==> config.mk <==
export PLATFORM = sky130hd
export DESIGN_NAME = rpm_top
export DESIGN_NICKNAME = d
export VERILOG_FILES = /design/src/common/rpm_pkg.sv /design/src/hw/rpm_sync.sv /design/src/hw/rpm_top.sv
export SDC_FILE = /design/constraint.sdc
export NUM_CORES = 1
export LEC_CHECK = 0
export ABC_AREA = 1
export BUFFER_PORTS_ARGS = -buffer_cell sky130_fd_sc_hd__buf_2
export CAP_MARGIN = 20
export CORE_MARGIN = 1
export CORE_UTILIZATION = 35
export DETAILED_ROUTE_END_ITERATION = 8
export PLACE_DENSITY = 0.66
export SYNTH_ARGS = -nofsm -noshare
export SYNTH_HDL_FRONTEND = slang
export SYNTH_HIERARCHICAL = 1
export SYNTH_SLANG_ARGS = --single-unit
==> constraint.sdc <==
create_clock -name I_CLK -period 4.8 [get_ports I_CLK]
set_input_delay 0.48 -clock I_CLK [delete_from_list [all_inputs] [get_ports I_CLK]]
set_output_delay 0.48 -clock I_CLK [all_outputs]
set_load 0.03 [all_outputs]
==> src/common/rpm_pkg.sv <==
// Purpose: shared constants and types for the reset and power-mode controller
// Assumes: 10 MHz system clock, APB register access with 32-bit data
// Notes: all offsets are byte addresses of aligned words
package rpm_pkg;

	// clock rate and timing
	localparam int unsigned RPM_CLK_MHZ = 10;
	localparam int unsigned RPM_DLY_TIME_US = 2000;
	localparam int unsigned RPM_CNT_W = 16;
	localparam logic [15:0] RPM_DLY_CYCLES = 16'(RPM_DLY_TIME_US * RPM_CLK_MHZ);
	localparam int unsigned RPM_MC_CLKS = 6;
	localparam logic [3:0] RPM_RST_HOLD_CYCLES = 4'(2 * RPM_MC_CLKS);
	localparam logic [15:0] RPM_RESET_VECTOR = 16'h0000;

	// register offsets
	localparam logic [7:0] RPM_POWER_CONTROL_REGISTER_OFS = 8'h00;
	localparam logic [7:0] RPM_CLKCTL_OFS = 8'h04;
	localparam logic [7:0] RPM_WAKECFG_OFS = 8'h08;
	localparam logic [7:0] RPM_STATUS_OFS = 8'h0c;

	// power_control_register fields
	localparam int unsigned RPM_IDLE_BIT = 0;
	localparam int unsigned RPM_PD_BIT = 1;
	localparam int unsigned RPM_COLD_BIT = 4;
	// clock_control_register field
	localparam int unsigned RPM_WDS_BIT = 2;
	// wake configuration: enable in [1:0], level-sensitive select in [3:2]
	localparam int unsigned RPM_WEN_LSB = 0;
	localparam int unsigned RPM_WLVL_LSB = 2;
	// status fields
	localparam int unsigned RPM_ST_STATE_LSB = 0;
	localparam int unsigned RPM_ST_RST_BIT = 4;
	localparam int unsigned RPM_ST_OSC_BIT = 5;
	localparam int unsigned RPM_ST_WSRC_BIT = 6;

	// reset values
	localparam logic [3:0] RPM_WAKECFG_RST = 4'h0;

	typedef enum logic [2:0] {
		RPM_ST_RESET,
		RPM_ST_RUN,
		RPM_ST_IDLE,
		RPM_ST_PD,
		RPM_ST_WAKE_TIMED,
		RPM_ST_WAKE_EXT
	} rpm_state_t;

	typedef struct packed {
		logic cpu_rst;
		logic osc_en;
		logic cpu_clk_en;
		logic periph_clk_en;
		logic port_hold;
		logic port_weak_pu;
		logic comp_en;
		logic flash_pwr_en;
		logic wake_irq;
		logic wake_src;
	} rpm_pwr_t;

endpackage : rpm_pkg

==> src/hw/rpm_sync.sv <==
// Purpose: two-stage synchroniser for a group of asynchronous pins
// Assumes: one system clock, synchronous active-high reset
// Notes: first stage feeds only the second stage
module rpm_sync #(
	parameter int unsigned W = 1
) (
	// clock and reset
	input wire logic i_clk,
	input wire logic i_rst,
	// data
	input wire logic [W-1:0] i_d,
	output logic [W-1:0] o_q
);

	logic [W-1:0] meta_q;
	logic [W-1:0] sync_q;

	genvar gi;
	generate
		for (gi = 0; gi < W; gi++)
		begin : g_bit
			always_ff @(posedge i_clk)
			begin
				if (i_rst)
				begin
					meta_q[gi] <= 1'b0;
					sync_q[gi] <= 1'b0;
				end
				else
				begin
					meta_q[gi] <= i_d[gi];
					sync_q[gi] <= meta_q[gi];
				end
			end
		end
	endgenerate

	assign o_q = sync_q;

endmodule : rpm_sync

==> src/hw/rpm_top.sv <==
// Purpose: reset sequencing, idle and power-down control with APB registers
// Assumes: 10 MHz I_CLK, supply detectors and pins are asynchronous
// Notes: mode outputs are registered and aligned with the state register
//
// Functional notes
// external reset pin high for two machine cycles resets the device
// reset restores I/O registers, weak pull-ups on ports, start at 0000H
// internal reset combines power-on, brown-out and external pin sources
// after supply is good a 2 ms delay elapses before reset release
// power-on loss asserts internal reset at once, no delay counting
// oscillator enabled once power-on detect releases unless bypass fuse set
// cold power-on reset sets the cold-start flag
// clock input passes a divide-by-two stage
// idle request stops the CPU clock, CPU state kept
// port pins hold their levels during idle
// timers and serial port run in idle, comparator disabled
// idle ends on enabled interrupt or reset; interrupt serviced at once
// power-down stops oscillator and powers down program memory, RAM kept
// power-down exits on external reset, power-on reset or wake interrupt
// software waits 4 us before requesting power-down again
// only enabled level-sensitive wake pins leave power-down
// select zero: falling edge restarts oscillator, clock gated for 2 ms
// internally timed wake: pin held low until execution resumes
// select one: falling edge restarts oscillator, clock gated until rise
// externally timed wake: pin held low until oscillator is stable
// mode request bit cleared by hardware on leaving the mode
module rpm_top
	import rpm_pkg::*;
#(
	parameter logic [15:0] DLY_CYCLES = RPM_DLY_CYCLES
) (
	// clock and reset
	input wire logic I_CLK,
	input wire logic I_SYS_RST,
	// apb slave
	input wire logic I_PSEL,
	input wire logic I_PENABLE,
	input wire logic I_PWRITE,
	input wire logic [7:0] I_PADDR,
	input wire logic [31:0] I_PWDATA,
	output logic [31:0] O_PRDATA,
	output logic O_PREADY,
	output logic O_PSLVERR,
	// supply detectors, fuse and pins
	input wire logic I_POR_OK,
	input wire logic I_BROWNOUT_DETECT_OK,
	input wire logic I_OSC_BYPASS,
	input wire logic I_RST_PIN,
	input wire logic I_WAKE_INTERRUPT_ZERO_N,
	input wire logic I_WAKE_INTERRUPT_ONE_N,
	input wire logic I_CLOCK_INPUT_PIN,
	// core side
	input wire logic I_IRQ_PENDING,
	output rpm_pwr_t O_PWR,
	output logic O_CLK_DIV2,
	output logic [15:0] O_RESET_VEC
);

	logic [5:0] sync_in;
	logic [5:0] sync_out;
	logic rst_pin_s, por_s, bod_s, wake0_s, wake1_s, xclk_s;

	assign sync_in = {I_CLOCK_INPUT_PIN, I_WAKE_INTERRUPT_ONE_N, I_WAKE_INTERRUPT_ZERO_N,
		I_BROWNOUT_DETECT_OK, I_POR_OK, I_RST_PIN};

	rpm_sync #(.W(6)) u_sync (
		.i_clk(I_CLK),
		.i_rst(I_SYS_RST),
		.i_d(sync_in),
		.o_q(sync_out)
	);

	assign rst_pin_s = sync_out[0];
	assign por_s = sync_out[1];
	assign bod_s = sync_out[2];
	assign wake0_s = sync_out[3];
	assign wake1_s = sync_out[4];
	assign xclk_s = sync_out[5];

	rpm_state_t state_q, state_d;
	logic [15:0] dly_q, dly_d;
	logic [3:0] rcnt_q, rcnt_d;
	logic idle_q, idle_d, pd_q, pd_d, cold_q, cold_d, wds_q, wds_d;
	logic [3:0] wcfg_q, wcfg_d;
	logic wsrc_q, wsrc_d;
	logic [1:0] wprev_q, wprev_d;
	logic xprev_q, xprev_d, xdiv_q, xdiv_d;
	logic [31:0] prdata_q, prdata_d;
	logic pready_q, pready_d, pslverr_q, pslverr_d;
	rpm_pwr_t out_q, out_d;
	logic ext_rst, rst_src, acc, commit, fall0, fall1, wake_rise;

	assign ext_rst = (rcnt_q == RPM_RST_HOLD_CYCLES);
	assign rst_src = !por_s || !bod_s || ext_rst;
	assign acc = I_PSEL && I_PENABLE && !pready_q;
	assign commit = I_PSEL && I_PENABLE && pready_q;
	// wake only from an enabled, level-sensitive pin
	assign fall0 = wprev_q[0] && !wake0_s && wcfg_q[RPM_WEN_LSB] && wcfg_q[RPM_WLVL_LSB];
	assign fall1 = wprev_q[1] && !wake1_s && wcfg_q[RPM_WEN_LSB+1]
		&& wcfg_q[RPM_WLVL_LSB+1];
	assign wake_rise = wsrc_q ? (!wprev_q[1] && wake1_s) : (!wprev_q[0] && wake0_s);

	always_comb
	begin
		state_d = state_q;
		dly_d = dly_q;
		idle_d = idle_q;
		pd_d = pd_q;
		cold_d = cold_q;
		wds_d = wds_q;
		wcfg_d = wcfg_q;
		wsrc_d = wsrc_q;
		prdata_d = prdata_q;
		pready_d = 1'b0;
		pslverr_d = 1'b0;
		wprev_d = {wake1_s, wake0_s};
		xprev_d = xclk_s;
		xdiv_d = xdiv_q;
		out_d = '0;
		// only the rising input edge toggles, so input duty cycle is irrelevant
		if (xclk_s && !xprev_q)
			xdiv_d = ~xdiv_q;
		// pin must stay high continuously; a glitch restarts the count
		if (!rst_pin_s)
			rcnt_d = 4'h0;
		else if (rcnt_q != RPM_RST_HOLD_CYCLES)
			rcnt_d = rcnt_q + 4'h1;
		else
			rcnt_d = rcnt_q;
		// apb: one wait state so read data and pready come from flops
		if (acc)
		begin
			pready_d = 1'b1;
			prdata_d = 32'h0000_0000;
			case (I_PADDR)
				RPM_POWER_CONTROL_REGISTER_OFS:
				begin
					prdata_d[RPM_IDLE_BIT] = idle_q;
					prdata_d[RPM_PD_BIT] = pd_q;
					prdata_d[RPM_COLD_BIT] = cold_q;
				end
				RPM_CLKCTL_OFS: prdata_d[RPM_WDS_BIT] = wds_q;
				RPM_WAKECFG_OFS: prdata_d[3:0] = wcfg_q;
				RPM_STATUS_OFS:
				begin
					prdata_d[RPM_ST_STATE_LSB +: 3] = state_q;
					prdata_d[RPM_ST_RST_BIT] = out_q.cpu_rst;
					prdata_d[RPM_ST_OSC_BIT] = out_q.osc_en;
					prdata_d[RPM_ST_WSRC_BIT] = wsrc_q;
				end
				default: pslverr_d = 1'b1;
			endcase
		end
		if (commit && I_PWRITE)
		begin
			case (I_PADDR)
				RPM_POWER_CONTROL_REGISTER_OFS:
				begin
					idle_d = I_PWDATA[RPM_IDLE_BIT];
					pd_d = I_PWDATA[RPM_PD_BIT];
					cold_d = I_PWDATA[RPM_COLD_BIT];
				end
				RPM_CLKCTL_OFS: wds_d = I_PWDATA[RPM_WDS_BIT];
				RPM_WAKECFG_OFS: wcfg_d = I_PWDATA[3:0];
				default: ;
			endcase
		end
		// hardware set wins over a software clear in the same cycle
		if (!por_s)
			cold_d = 1'b1;
		case (state_q)
			RPM_ST_RESET:
			begin
				if (dly_q == DLY_CYCLES - 16'h0001)
					state_d = RPM_ST_RUN;
				else
					dly_d = dly_q + 16'h0001;
			end
			RPM_ST_RUN:
			begin
				// power-down outranks idle if both are requested
				if (pd_q)
					state_d = RPM_ST_PD;
				else if (idle_q)
					state_d = RPM_ST_IDLE;
			end
			RPM_ST_IDLE:
			begin
				if (I_IRQ_PENDING)
				begin
					state_d = RPM_ST_RUN;
					idle_d = 1'b0;
					out_d.wake_irq = 1'b1;
				end
			end
			RPM_ST_PD:
			begin
				if (fall0 || fall1)
				begin
					wsrc_d = !fall0;
					dly_d = 16'h0000;
					state_d = wds_q ? RPM_ST_WAKE_EXT : RPM_ST_WAKE_TIMED;
				end
			end
			RPM_ST_WAKE_TIMED:
			begin
				if (dly_q == DLY_CYCLES - 16'h0001)
				begin
					state_d = RPM_ST_RUN;
					pd_d = 1'b0;
					out_d.wake_irq = 1'b1;
				end
				else
					dly_d = dly_q + 16'h0001;
			end
			RPM_ST_WAKE_EXT:
			begin
				// the far end holds the pin low long enough for the oscillator
				if (wake_rise)
				begin
					state_d = RPM_ST_RUN;
					pd_d = 1'b0;
					out_d.wake_irq = 1'b1;
				end
			end
			default: state_d = RPM_ST_RESET;
		endcase
		// any source forces reset from any state, power-down included
		if (rst_src)
		begin
			state_d = RPM_ST_RESET;
			dly_d = 16'h0000;
			idle_d = 1'b0;
			pd_d = 1'b0;
			wds_d = 1'b0;
			wcfg_d = RPM_WAKECFG_RST;
			out_d.wake_irq = 1'b0;
		end
		out_d.cpu_rst = (state_d == RPM_ST_RESET);
		out_d.port_weak_pu = (state_d == RPM_ST_RESET);
		out_d.osc_en = (state_d != RPM_ST_PD) && !I_OSC_BYPASS
			&& (state_d != RPM_ST_RESET || por_s);
		out_d.cpu_clk_en = (state_d == RPM_ST_RUN);
		out_d.periph_clk_en = (state_d == RPM_ST_RUN) || (state_d == RPM_ST_IDLE);
		out_d.port_hold = (state_d == RPM_ST_IDLE);
		out_d.comp_en = (state_d == RPM_ST_RUN);
		out_d.flash_pwr_en = (state_d != RPM_ST_PD);
		out_d.wake_src = wsrc_d;
	end

	always_ff @(posedge I_CLK)
	begin
		if (I_SYS_RST)
		begin
			state_q <= RPM_ST_RESET;
			dly_q <= 16'h0000;
			rcnt_q <= 4'h0;
			idle_q <= 1'b0;
			pd_q <= 1'b0;
			cold_q <= 1'b0;
			wds_q <= 1'b0;
			wcfg_q <= RPM_WAKECFG_RST;
			wsrc_q <= 1'b0;
			wprev_q <= 2'h3;
			xprev_q <= 1'b0;
			xdiv_q <= 1'b0;
			prdata_q <= 32'h0000_0000;
			pready_q <= 1'b0;
			pslverr_q <= 1'b0;
			out_q <= '{cpu_rst: 1'b1, port_weak_pu: 1'b1, flash_pwr_en: 1'b1, default: 1'b0};
		end
		else
		begin
			state_q <= state_d;
			dly_q <= dly_d;
			rcnt_q <= rcnt_d;
			idle_q <= idle_d;
			pd_q <= pd_d;
			cold_q <= cold_d;
			wds_q <= wds_d;
			wcfg_q <= wcfg_d;
			wsrc_q <= wsrc_d;
			wprev_q <= wprev_d;
			xprev_q <= xprev_d;
			xdiv_q <= xdiv_d;
			prdata_q <= prdata_d;
			pready_q <= pready_d;
			pslverr_q <= pslverr_d;
			out_q <= out_d;
		end
	end

	assign O_PWR = out_q;
	assign O_CLK_DIV2 = xdiv_q;
	assign O_PRDATA = prdata_q;
	assign O_PREADY = pready_q;
	assign O_PSLVERR = pslverr_q;
	assign O_RESET_VEC = RPM_RESET_VECTOR;
endmodule : rpm_top

# After elaboration in Yosys (flattened, before gate mapping)
# Index checks and enable logic that the tools add are counted.
# totals
elab_cells	140
inputBits	53
reg_bits	64
output_inout_bits	61
# classes
n_eq_ne	18
n_addsub	2
reduce_logical	45
mux	38
bitwise_logic	3
# op_table
cell	count
16-bit two-way mux	2
16-bit one-hot mux with 2 select lines	1
1-bit two-way mux	21
3-bit two-way mux	7
16-bit by 1-bit adder with 16-bit output (second input constant)	1
16-bit by 15-bit equality test with 1-bit output (second input constant)	1
8-bit by 4-bit equality test with 1-bit output (second input constant)	2
1-bit logical AND	15
3-bit one-hot mux with 5 select lines	1
1-bit zero test	10
3-bit by 2-bit equality test with 1-bit output (second input constant)	3
8-bit by 3-bit equality test with 1-bit output (second input constant)	1
8-bit zero test	1
2-bit inequality test (second input constant)	4
2-bit AND reduction	4
2-bit OR reduction	4
3-bit by 1-bit equality test with 1-bit output (second input constant)	2
3-bit equality test (second input constant)	2
3-bit zero test	2
1-bit one-hot mux with 3 select lines	2
2-bit one-hot mux with 3 select lines	1
1-bit logical OR	5
4-bit by 1-bit adder with 4-bit output (second input constant)	1
4-bit equality test (second input constant)	1
9 further kinds	12

# Depth between registers and ports, before layout
# logic_depth
depth_word	11
ltp_mapped	12
ltp_nobuf	12

# Cells and area by module
# The synthesis kept the hierarchy.
# by_module_without_submodules
module	n_inst	cells_per_inst	area_each_um2
rpm_top	1	445	3078.0
rpm_sync	1	37	341.6

# Least setup slack after synthesis
# No wires, ideal clock.
# synth_path
path_type	reg-to-reg
from	register rcnt_q[0]
to	register dly_q[13]
period_less_slack_ns	1.493
t_arrival_ns	1.423
required_ns	4.730
path_stages_with_launch	9
setup_ns	0.070
setup_slack_ns	3.307
path_cell_list	dfxtp_1 inv_1 ha_1 nand3_1 nand3_1 nor2_2 inv_2 buf_2 a21oi_1
# synth_between
elab_chain_cells	3
# synth_lines
element	line_no	rtl
from (decl)	rpm_top.sv:82	logic [3:0] rcnt_q, rcnt_d;
from (signal assigned)	rpm_top.sv:276	rcnt_q <= rcnt_d;
4-bit equality test	rpm_top.sv:93	assign ext_rst = (rcnt_q == RPM_RST_HOLD_CYCLES);
1-bit logical OR	rpm_top.sv:94	assign rst_src = !por_s || !bod_s || ext_rst;
2-bit OR reduction (no source line)	n/a	
to (signal assigned)	rpm_top.sv:275	dly_q <= dly_d;
to (decl)	rpm_top.sv:81	logic [15:0] dly_q, dly_d;
# Every way passes these cells.
# A chain may end at the register's enable or synchronous reset.

# Worst setup path after layout
# layout_path
from	register rcnt_q[0]
to	register dly_q[0]
# Same word-level chain as after synthesis.

==> run_results.csv <==
group,metric,value,unit
worst_setup_path,r2r_start,"rcnt_q[0]",
worst_setup_path,startpoint_type,"flop",
cts,post_cts_buffers,0,
die,row_count,35,
finish,regArea,1280,um2
cts,cts_buffer_depth,2,
sta,final-setup-viol-count,0,
synth,synth_top_family_by_area,"simple AND/OR/NAND/NOR gates",
power,ir_drop,0.0973,mV
synth,synth_commonest_cells,"nand2_1 (92), dfxtp_1 (64), nor2_1 (64)",
finish,design_area,3780,um2
synth,syn-cell-area,3420,um2
finish,n_fill_cell,976,
die,pin_count,114,
cts,cts-htree-levels,3,
power,p_per_area,288,nW/um2
power,p_int,809,uW
worst_setup_path,startpoint,"rcnt_q[0]",
sta,worstMarginPinSlew,0.604,ns
synth,ys_ff_latch,64,
global_routing,gr-total-overflow,0,
worst_setup_path,timing.critical_path.mode_cell,"nand3_1",
finish,diodes,0,
run_status,status,"complete, no violations",
cts,clock-sinks,64,
die,die_h,101,um
global_routing,antenna_found_initial,0,
sta,setup_tns,0,ns
synth,ys_async_sr_fraction,0,%
power,power_frac_comb,7.9,%
min_path,holdCritStartpoint,"I_OSC_BYPASS",
synth,ys.warnings.count,6,
place,place_area,3580,um2
sta,fin_skew,0.00806,ns
sta,fin_crit,1.85,ns
synth,synth_area_leaders,"dfxtp_1 (37%), nand2_1 (10%), buf_4 (9.9%)",
die,core-area,9370,um2
synth,yosys.area.top_type,"dfxtp_1",
sta,fmax,541,MHz
worst_setup_path,cp_max_fo,14,
worst_setup_path,crit_path_end_kind,"flop",
worst_setup_path,critPathArrivalTime,2.10,ns
job,drv_cap,0,
synth,yosysSeqAreaShare,37.5,%
synth,synth-main-ff-cell,"dfxtp_1",
cts,cts_buffers,9,
cts,postCtsHoldBufs,0,
place,hpwl,5250,um
synth,synth_edf_count,0,
synth,syn_inst,482,
synth,syn_area_per_cell,7.09,um2
synth,synthXorXnorAreaFrac,0.768,%
power,swShare,25.6,%
detailed_routing,drtPass1Iterations,4,
power,power.share.sequential,50.0,%
synth,yosysMostFrequentCell,"nand2_1",
worst_setup_path,crit_required,5.05,ns
worst_setup_path,crit_type,"flop to flop",
detailed_routing,via_per_inst,4.51,
finish,drive_gt1_share,19.7,%
power,p_clk_share,42.1,%
cts,clkTransAtPathRegs,0.07,ns
finish,final_nets,585,
synth,synth_top_area_share,37.5,%
worst_setup_path,cpMaxStageDelayCell,"dfxtp_1",
worst_setup_path,slowest_delay,0.40,ns
synth,synth_compound_area_share,8.01,%
sta,slew_viol_final,0,
detailed_routing,drt_iter0_drc,119,
synth,synth_fa_ha_area_share,1.10,%
detailed_routing,wl,6980,um
global_routing,grt_pass1_wl,11600,um
detailed_routing,drc,0,
sta,fin_crit_sh,38.5,%
finish,area_growth,10.4,%
detailed_routing,routedWlPerCell,10.5,um
cts,cts_root_buf,"clkbuf_8",
cts,cts-resized-gates,0,
power,power.leakage,0.00169,uW
place,io_buffers,45,
global_routing,grtUsageTotal,14.8,%
synth,post_synth_num_cell_types,38,
min_path,min_path_type,"input port to flop",
finish,stdcell_count,663,
die,die-area,10200,um2
global_routing,grt_max_degree,28,
place,gp_congestion,0.914,
power,p_sw,279,uW
synth,synthMuxAreaShare,0,%
die,start_util,36.5,%
detailed_routing,vias,2990,
sta,hold_viol_final,0,
finish,multi_input_area,1670,um2
worst_setup_path,cp_cell_sequence,"inv_1 > ha_1 > nand3_1 > nand3_1 > nor2_2 > inv_2 > a211oi_1",
cts,insertion_delay,0.34,ns
global_routing,grt_pass1_vias,2650,
sta,relSlewSlack,59.7,%
place,numPlacedInstances,647,
synth,synth-simple-area-share,34.6,%
worst_setup_path,critPathBufInv,2,
worst_setup_path,crit_family,"simple AND/OR/NAND/NOR gates",
die,die_w,101,um
sta,rsz0062_at_grt,"false",
cts,cts_tree,"built",
detailed_routing,ant_nets,0,
## power groups by stage
stage / Clock, uW / Sequential, uW / Combinational, uW
2_1_floorplan: 0 / 560 / 88.2
3_3_place_gp: 0 / 556 / 84.6
5_1_grt: 499 / 545 / 94.9
3_5_place_dp: 0 / 556 / 85.2
6_report: 458 / 544 / 85.5
4_1_cts: 475 / 544 / 85.3
## registers in the layout, summed over array words and instances (netlist names)
register       cells
O_PRDATA           7
state_q            3
u_sync/o_q         6
dly_q             16
O_CLK_DIV2         1
wds_q              1
idle_q             1
xprev_q            1
O_PREADY           1
O_PWR              8
cold_q             1
wprev_q            2
pd_q               1
wcfg_q             4
O_PSLVERR          1
rcnt_q             4
u_sync/meta_q      6
## cell usage in the layout, fill, tap and decap left out, drive strengths merged, types with 2 or more instances in the layout
| cell type | instances |
|---|---|
| a211oi | 3 |
| a21oi | 28 |
| buf | 45 |
| clkbuf | 11 |
| clkinv | 4 |
| conb | 41 |
| dfxtp | 64 |
| ha | 3 |
| inv | 62 |
| nand2 | 108 |
| nand3 | 49 |
| nand4 | 12 |
| nor2 | 74 |
| nor3 | 6 |
| nor3b | 2 |
| o21ai | 9 |
| or2 | 2 |
| xor2 | 2 |
## through the flow
stage | utilization [%] | setup slack, ns | total power (uW) | hold slack, ns
6_report | 40.3 | 2.95 | 1090 | 0.281
5_1_grt | 40.3 | 2.84 | 1140 | 0.276
4_1_cts | 40.3 | 2.93 | 1100 | 0.265
3_5_place_dp | 38.2 | 2.96 | 641 | 0.393
3_3_place_gp | 38.2 | 2.96 | 641 | 0.394
2_1_floorplan | - | 3.31 | 648 | 0.388
## metal layers
layer / vias to the layer above / wire length, um / global-route usage [%]
li1: 1535 / - / -
met1: 1343 / 3410 / 18.3
met2: 102 / 3070 / 24.4
met3: 10 / 351 / 2.77
met4: 0 / 142 / 7.69
met5: - / 0 / 0
## worst paths after layout
kind	cells past startpoint	to	slack [ns]
min reg2reg	2	u_sync/o_q[0]	0.40
max	7	dly_q[0]	2.95
min	2	O_PWR[8]	0.28
max reg2reg	7	dly_q[0]	2.95
## layout make-up
class	instances	area share, %
clock buffers	11	3.74
multi-input cells	346	44.3
repair buffers	45	5.96
well taps	129	4.27
flip-flops and latches	64	33.9
clock inverters	5	1.49
inverters	63	6.26
## logic make-up (layout without fill, tap and decap cells)
group,Yosys count,count (layout)
flops,64,64
xor+xnor,3,3
compound gates,45,45
other cells,1,41
buf+inv,112,124
fa+ha+maj,3,3
simple gates,254,254
Power figures use the tool's default switching activity.
